### src/hdl/upo_pkg.sv
//------------------------------------------------------------
// Function
// The 16 output data lines always show the output buffer register.
// While system clear is asserted the output buffer register and lines are zero.
// Any write to either or both bytes of the output buffer emits one output-loaded pulse.
// The output-loaded pulse rises with the write and lasts about 400 ns.
// The external device samples output data on the trailing edge of the output-loaded pulse.
// The low-byte-loaded pulse fires only on low byte writes, timed like output-loaded.
// The high-byte-loaded pulse fires only on high byte writes, timed like output-loaded.
// A host read of the input buffer register emits one input-taken pulse.
// The input-taken pulse rises with the read and lasts about 400 ns.
// The external device holds input data until the trailing edge of input-taken.
// Two user command outputs follow control status bits 0 and 1, cleared by system clear.
// The host can write and read back both user command bits.
// System clear is asserted whenever the host bus is initialised.
// A read of the input buffer register returns the current 16 input data lines.
// Strobe widths are parameters in clock cycles defaulting to about 400 ns.
//------------------------------------------------------------
package upo_pkg;
  localparam int unsigned CLK_PERIOD_PS = 4000;
  localparam int unsigned STROBE_NS     = 400;
  localparam int unsigned STROBE_CYC    = (STROBE_NS * 1000) / CLK_PERIOD_PS;
  localparam int unsigned CNT_W         = 8;

  // Register word offsets
  localparam logic [1:0] CSR_ADDR   = 2'h0;
  localparam logic [1:0] OUTB_ADDR  = 2'h1;
  localparam logic [1:0] INB_ADDR   = 2'h2;

  localparam logic [15:0] ZERO_W    = 16'h0000;
  localparam logic [1:0]  BE_LO     = 2'h1;
  localparam logic [1:0]  BE_HI     = 2'h2;

  // Host register request
  typedef struct packed {
    logic [1:0]  addr;
    logic [15:0] wdata;
    logic [1:0]  be;
    logic        wr;
    logic        rd;
  } upo_req_t;

  // Strobe bundle toward the external device
  typedef struct packed {
    logic loaded;
    logic lo;
    logic hi;
    logic taken;
  } upo_strb_t;
endpackage

### src/hdl/upo_port.sv
`timescale 1ns/1ps
module upo_port #(
  parameter int unsigned STROBE_CYCLES = upo_pkg::STROBE_CYC
) (
  // Clock and reset
  input  wire logic              clock_i,
  input  wire logic              rst_i,
  // Host bus initialise request
  input  wire logic              bus_init_i,
  // Register port
  input  wire upo_pkg::upo_req_t req_i,
  output logic [15:0]            rdata_o,
  // External device side
  input  wire logic [15:0]       input_data_lines_i,
  output logic [15:0]            output_data_lines_o,
  output upo_pkg::upo_strb_t     strb_o,
  output logic [1:0]             user_cmd_o,
  output logic                   sys_clear_o
);

  //----------------------------------------------------------
  // Input synchronisers
  //----------------------------------------------------------
  logic [15:0] in_s1_q, in_s2_q;
  logic        init_s1_q, init_s2_q;

  // Pins come from another domain; two flops before use
  always_ff @(posedge clock_i) begin
    if (rst_i) begin
      in_s1_q   <= upo_pkg::ZERO_W;
      in_s2_q   <= upo_pkg::ZERO_W;
      init_s1_q <= 1'b0;
      init_s2_q <= 1'b0;
    end else begin
      in_s1_q   <= input_data_lines_i;
      in_s2_q   <= in_s1_q;
      init_s1_q <= bus_init_i;
      init_s2_q <= init_s1_q;
    end
  end

  //----------------------------------------------------------
  // Registers
  //----------------------------------------------------------
  logic [15:0] outbuf_q, outbuf_d;
  logic [1:0]  cmd_q, cmd_d;
  logic [15:0] rdata_q, rdata_d;
  logic        clr_q, clr_d;
  logic        wr_out, wr_lo, wr_hi, rd_in;

  // Decode and next state; clear dominates any write in the same cycle
  always_comb begin
    clr_d   = init_s2_q;
    wr_out  = req_i.wr && (req_i.addr == upo_pkg::OUTB_ADDR);
    wr_lo   = wr_out && req_i.be[0];
    wr_hi   = wr_out && req_i.be[1];
    rd_in   = req_i.rd && (req_i.addr == upo_pkg::INB_ADDR);
    outbuf_d = outbuf_q;
    cmd_d    = cmd_q;
    rdata_d  = upo_pkg::ZERO_W;
    if (wr_lo) begin
      outbuf_d[7:0] = req_i.wdata[7:0];
    end
    if (wr_hi) begin
      outbuf_d[15:8] = req_i.wdata[15:8];
    end
    if (req_i.wr && (req_i.addr == upo_pkg::CSR_ADDR) && req_i.be[0]) begin
      cmd_d = req_i.wdata[1:0];
    end
    if (clr_d || clr_q) begin
      outbuf_d = upo_pkg::ZERO_W;
      cmd_d    = 2'h0;
    end
    if (req_i.rd) begin
      if (req_i.addr == upo_pkg::CSR_ADDR) begin
        rdata_d = {14'h0000, cmd_q};
      end else if (req_i.addr == upo_pkg::OUTB_ADDR) begin
        rdata_d = outbuf_q;
      end else if (req_i.addr == upo_pkg::INB_ADDR) begin
        rdata_d = in_s2_q;
      end else begin
        rdata_d = upo_pkg::ZERO_W;
      end
    end
  end

  // Register stage
  always_ff @(posedge clock_i) begin
    if (rst_i) begin
      outbuf_q <= upo_pkg::ZERO_W;
      cmd_q    <= 2'h0;
      rdata_q  <= upo_pkg::ZERO_W;
      clr_q    <= 1'b0;
    end else begin
      outbuf_q <= outbuf_d;
      cmd_q    <= cmd_d;
      rdata_q  <= rdata_d;
      clr_q    <= clr_d;
    end
  end

  //----------------------------------------------------------
  // Strobe timers
  //----------------------------------------------------------
  // One counter per strobe; a new trigger restarts the width, so a
  // back-to-back access stretches rather than splits the pulse.
  localparam logic [upo_pkg::CNT_W-1:0] WIDTH = STROBE_CYCLES[upo_pkg::CNT_W-1:0];
  logic [3:0] trig;
  logic [3:0] strb_q;
  assign trig = {wr_out, wr_lo, wr_hi, rd_in};

  for (genvar g = 0; g < 4; g++) begin : g_strb
    logic [upo_pkg::CNT_W-1:0] cnt_q, cnt_d;
    logic                      on_d;
    // Width counter: rises the cycle after the access
    always_comb begin
      cnt_d = cnt_q;
      if (trig[g]) begin
        cnt_d = WIDTH;
      end else if (cnt_q != '0) begin
        cnt_d = cnt_q - 1'b1;
      end
      on_d = (cnt_d != '0);
    end
    always_ff @(posedge clock_i) begin
      if (rst_i) begin
        cnt_q     <= '0;
        strb_q[g] <= 1'b0;
      end else begin
        cnt_q     <= cnt_d;
        strb_q[g] <= on_d;
      end
    end
  end

  // Outputs straight from flops
  assign strb_o.loaded       = strb_q[3];
  assign strb_o.lo           = strb_q[2];
  assign strb_o.hi           = strb_q[1];
  assign strb_o.taken        = strb_q[0];
  assign output_data_lines_o = outbuf_q;
  assign user_cmd_o          = cmd_q;
  assign sys_clear_o         = clr_q;
  assign rdata_o             = rdata_q;

  //----------------------------------------------------------
  // Checker helpers
  //----------------------------------------------------------
  // Age counters: cycles since the last trigger, saturating so that a
  // long idle spell never wraps round into a false width reading
  logic [upo_pkg::CNT_W-1:0] ld_age_q, ld_age_d;
  logic [upo_pkg::CNT_W-1:0] tk_age_q, tk_age_d;

  // Next age values
  always_comb begin
    ld_age_d = ld_age_q;
    tk_age_d = tk_age_q;
    if (wr_out) begin
      ld_age_d = '0;
    end else if (ld_age_q != '1) begin
      ld_age_d = ld_age_q + 1'b1;
    end
    if (rd_in) begin
      tk_age_d = '0;
    end else if (tk_age_q != '1) begin
      tk_age_d = tk_age_q + 1'b1;
    end
  end

  // Age registers
  always_ff @(posedge clock_i) begin
    if (rst_i) begin
      ld_age_q <= '0;
      tk_age_q <= '0;
    end else begin
      ld_age_q <= ld_age_d;
      tk_age_q <= tk_age_d;
    end
  end
endmodule // upo_port

### config.mk
export PLATFORM = sky130hd
export DESIGN_NAME = upo_port
export DESIGN_NICKNAME = d
export VERILOG_FILES = /design/src/hdl/upo_pkg.sv /design/src/hdl/upo_port.sv
export SDC_FILE = /design/constraint.sdc
export NUM_CORES = 1
export LEC_CHECK = 0
export ABC_CLOCK_PERIOD_IN_PS = 1600
export BUFFER_PORTS_ARGS = -buffer_cell sky130_fd_sc_hd__clkbuf_2
export CAP_MARGIN = 20
export CORE_UTILIZATION = 49
export DETAILED_ROUTE_END_ITERATION = 7
export GPL_TIMING_DRIVEN = 0
export PLACE_DENSITY = 0.75
export SLEW_MARGIN = 20
export SYNTH_ARGS = -nofsm -noshare
export SYNTH_HDL_FRONTEND = slang
export SYNTH_SLANG_ARGS = --single-unit
### constraint.sdc
create_clock -name clock_i -period 1.6 [get_ports clock_i]
set_input_delay 0.32 -clock clock_i [delete_from_list [all_inputs] [get_ports clock_i]]
set_output_delay 0.32 -clock clock_i [all_outputs]
set_load 0.005 [all_outputs]
==> out/results.txt <==
Layout cells sized above 1 -> 27.2%
Hold EP -> in_s1_q[14]
Hold path depth -> 2
# DRC -> 0
Sink Count -> 105
First-pass GRT wire length -> 14.6 mm
Status -> complete, but fails checks
Met1 Resource Use GR -> 27.2%
I/O pin cnt -> 80
Worst path slowest cell -> or4_4
Slew Limit Fails -> 0
Most frequent cells in the layout -> 95 x dfxtp_1, 82 x clkbuf_2, 52 x nor2_1
CTS tree -> done
Fin. Hold Viols -> 0
Vias in the first global route -> 3,119
Number of flops mapped to enable cells by yosys -> 0
Worst reg2reg path endpoint -> strb_o[3]
WS Path Type -> flip-flop to flip-flop
Most Crowded Layer GR -> met2
Clock latency on the worst-skew pair -> 0.36 ns
Worst Path Required -> 1.88 ns
Rows -> 32
Core area -> 7810 µm²
Crit path capture type -> flip-flop
Reg2Reg Depth -> 5
Commonest non-fill, non-tap cell in the layout -> dfxtp_1
Syn Nets -> 495
Fin area -> 4920 µm²
Hold Crit Class -> input port to flip-flop
Post-Syn Instances -> 446
Total gr overflow -> 0
R2R setup slack -> -0.19 ns
Final core utilization -> 63.0%
CP arrival -> 2.07 ns
Async SR Flop Fraction -> 0%
Via/cell ratio -> 5.26
Largest net degree at the start of global routing -> 19
Peak supply drop -> 0.892 mV
Final Cycle Share -> 112%
Crit path top cell by count -> or4_4
Met2 GRT Util -> 38.3%
Grt met3 use -> 3.69%
Static Leak -> 2.06 nW
Hold Startpoint -> input_data_lines_i[14]
Initial antenna violation count -> 0
Top_reg_cell synth -> dfxtp_1
Finish-stage setup viols -> 3
Largest delay share family, worst path -> simple AND/OR/NAND/NOR gates
Detail Placement HPWL -> 6.47 mm
Die Area -> 8560 µm²
Port bufs -> 78
CTS Buf Count -> 9
Syn avg cell area -> 9.01 µm²
Cell Area, Placed -> 4550 µm²
Die X -> 92.5 µm
CP Cell Sequence -> or4_4, or4_4, a21oi_2, nor2_1, a31oi_1
CTS HTree Levels -> 3
DR iter-0 viols -> 114
Post-Synthesis Cell Area -> 4020 µm²
Sequential fraction of the synthesis area -> 52.3%
CP max stage delay -> 0.57 ns
Buf/Inv on CP -> 0
Final Wtd Congestion -> 0.881
RR Startpoint -> g_strb[3].cnt_q[2]
Clock Root Buffer -> clkbuf_8
Crit start category -> flip-flop
Number of inserted diodes -> 0
Via count -> 3,399
Die height -> 92.5 µm
Failing checks -> setup timing
Post-route setup slack -> -0.187 ns
Post-CTS Hold Buffers -> 0
First-pass DRT Iterations -> 5
Area growth syn-to-layout -> 22.5%
Flops & latches, synth -> 105
Drt wl/cell -> 14.4 µm
Distinct cells, synth -> 38
PD cells -> 1770 nW/µm²
Initial Utilization -> 51.4%
Slew headroom -> 63.5%
Skew final -> 0.0125 ns
Routed Antenna Nets -> 0
Final WL -> 9.32 mm
Synth Warn # -> 0
Fmax -> 559 MHz
Layout Nets -> 589
Unrepaired setup endpoints after global routing -> true
GR Util All Layers -> 21.8%
Slew at the pin closest to its max-slew limit -> 0.548 ns
Peak fanout along the critical path -> 6
Number of max-cap violations -> 0
Max clock buf depth -> 2
Final Critical Period -> 1.79 ns
Worst-path clk slew -> 0.11 ns
==> sequential cells by signal, indices dropped and copies added (netlist names) <==
register             count
user_cmd_o               2
rdata_o                 16
clr_d                    1
g_strb.cnt_q            32
init_s1_q                1
output_data_lines_o     16
in_s2_q                 16
sys_clear_o              1
strb_o                   4
in_s1_q                 16
==> synthesized netlist by cell type, drive strengths merged (7+ instances only) <==
library cell | count | area share, %
nand3 | 8 | 1.0
ha | 8 | 2.5
a22oi | 14 | 2.6
nor3 | 16 | 2.0
xnor2 | 12 | 2.6
dfxtp | 105 | 52
xor2 | 12 | 2.6
nor2 | 54 | 5.0
nand2 | 49 | 4.6
nor4 | 7 | 1.2
clkbuf | 19 | 1.8
a21oi | 35 | 4.5
inv | 10 | 0.93
nor2b | 39 | 6.1
==> cell type report <==
cell class / instances / area (µm²)
Buffer: 18 / 75.1
Clock buffer: 9 / 124
Clock inverter: 6 / 47.5
Fill cell: 689 / 2890
Inverter: 10 / 37.5
Multi-Input combinational cell: 308 / 1920
Sequential cell: 105 / 2120
Tap cell: 102 / 128
Timing Repair Buffer: 88 / 465
==> layer usage <==
| layer | vias to the layer above | routed length, µm | part of all wire, % |
|---|---|---|---|
| li1 | 1688 | - | - |
| met1 | 1608 | 4010 | 43 |
| met2 | 90 | 4710 | 50 |
| met3 | 13 | 469 | 5.0 |
| met4 | 0 | 130 | 1.4 |
| met5 | - | 0 | 0 |
==> cell families (layout without fill, tap and decap cells) <==
| group | after synthesis | in the layout | synth area share (%) |
|---|---|---|---|
| mux | 6 | 6 | 1.50 |
| simple gates | 197 | 197 | 24.0 |
| compound gates | 73 | 73 | 11.2 |
| xor+xnor | 24 | 24 | 5.23 |
| buf+inv | 33 | 131 | 3.21 |
| fa+ha+maj | 8 | 8 | 2.49 |
| flops | 105 | 105 | 52.3 |
==> what timing repair did <==
item | in CTS | in global routing
pin swaps | 7 | 5
setup endpoints to repair | 31 | 46
gates resized for setup | 12 | 34
buffers inserted | 9 | 1
==> per-stage QoR <==
stage                     total power [mW]  cells  TNS [ns]  hold WS [ns]  worst slack, ns
final                                 8.70    646    -0.223         0.157           -0.187
after global placement                6.36    626    -14.65         0.416           -0.495
after CTS                             8.32    648    -0.213         0.152           -0.187
after global routing                  9.28    646    -0.584         0.158           -0.260
after floorplan                       5.85    446   -0.0711         0.414          -0.0711
after detailed placement              6.47    626    -15.40         0.420           -0.498
==> worst max path at each step <==
stage / start / end / slack, ns / depth (start not counted)
after detailed placement: rst_i / user_cmd_o[0] / -0.50 / 5
final: g_strb[3].cnt_q[2] / strb_o[3] / -0.19 / 5
after global routing: g_strb[3].cnt_q[2] / strb_o[3] / -0.26 / 5
after global placement: rst_i / user_cmd_o[0] / -0.50 / 5
after CTS: g_strb[3].cnt_q[2] / strb_o[3] / -0.19 / 5
after floorplan: g_strb[3].cnt_q[4] / strb_o[3] / -0.07 / 5
==> power breakdown <==
part           switching, mW  internal [mW]  leakage [nW]
combinational           1.94           1.77          1.10
sequential             0.434           3.08         0.866
clock                  0.905          0.578        0.0869
total                   3.27           5.42          2.06
Power figures use the tool's default switching activity.
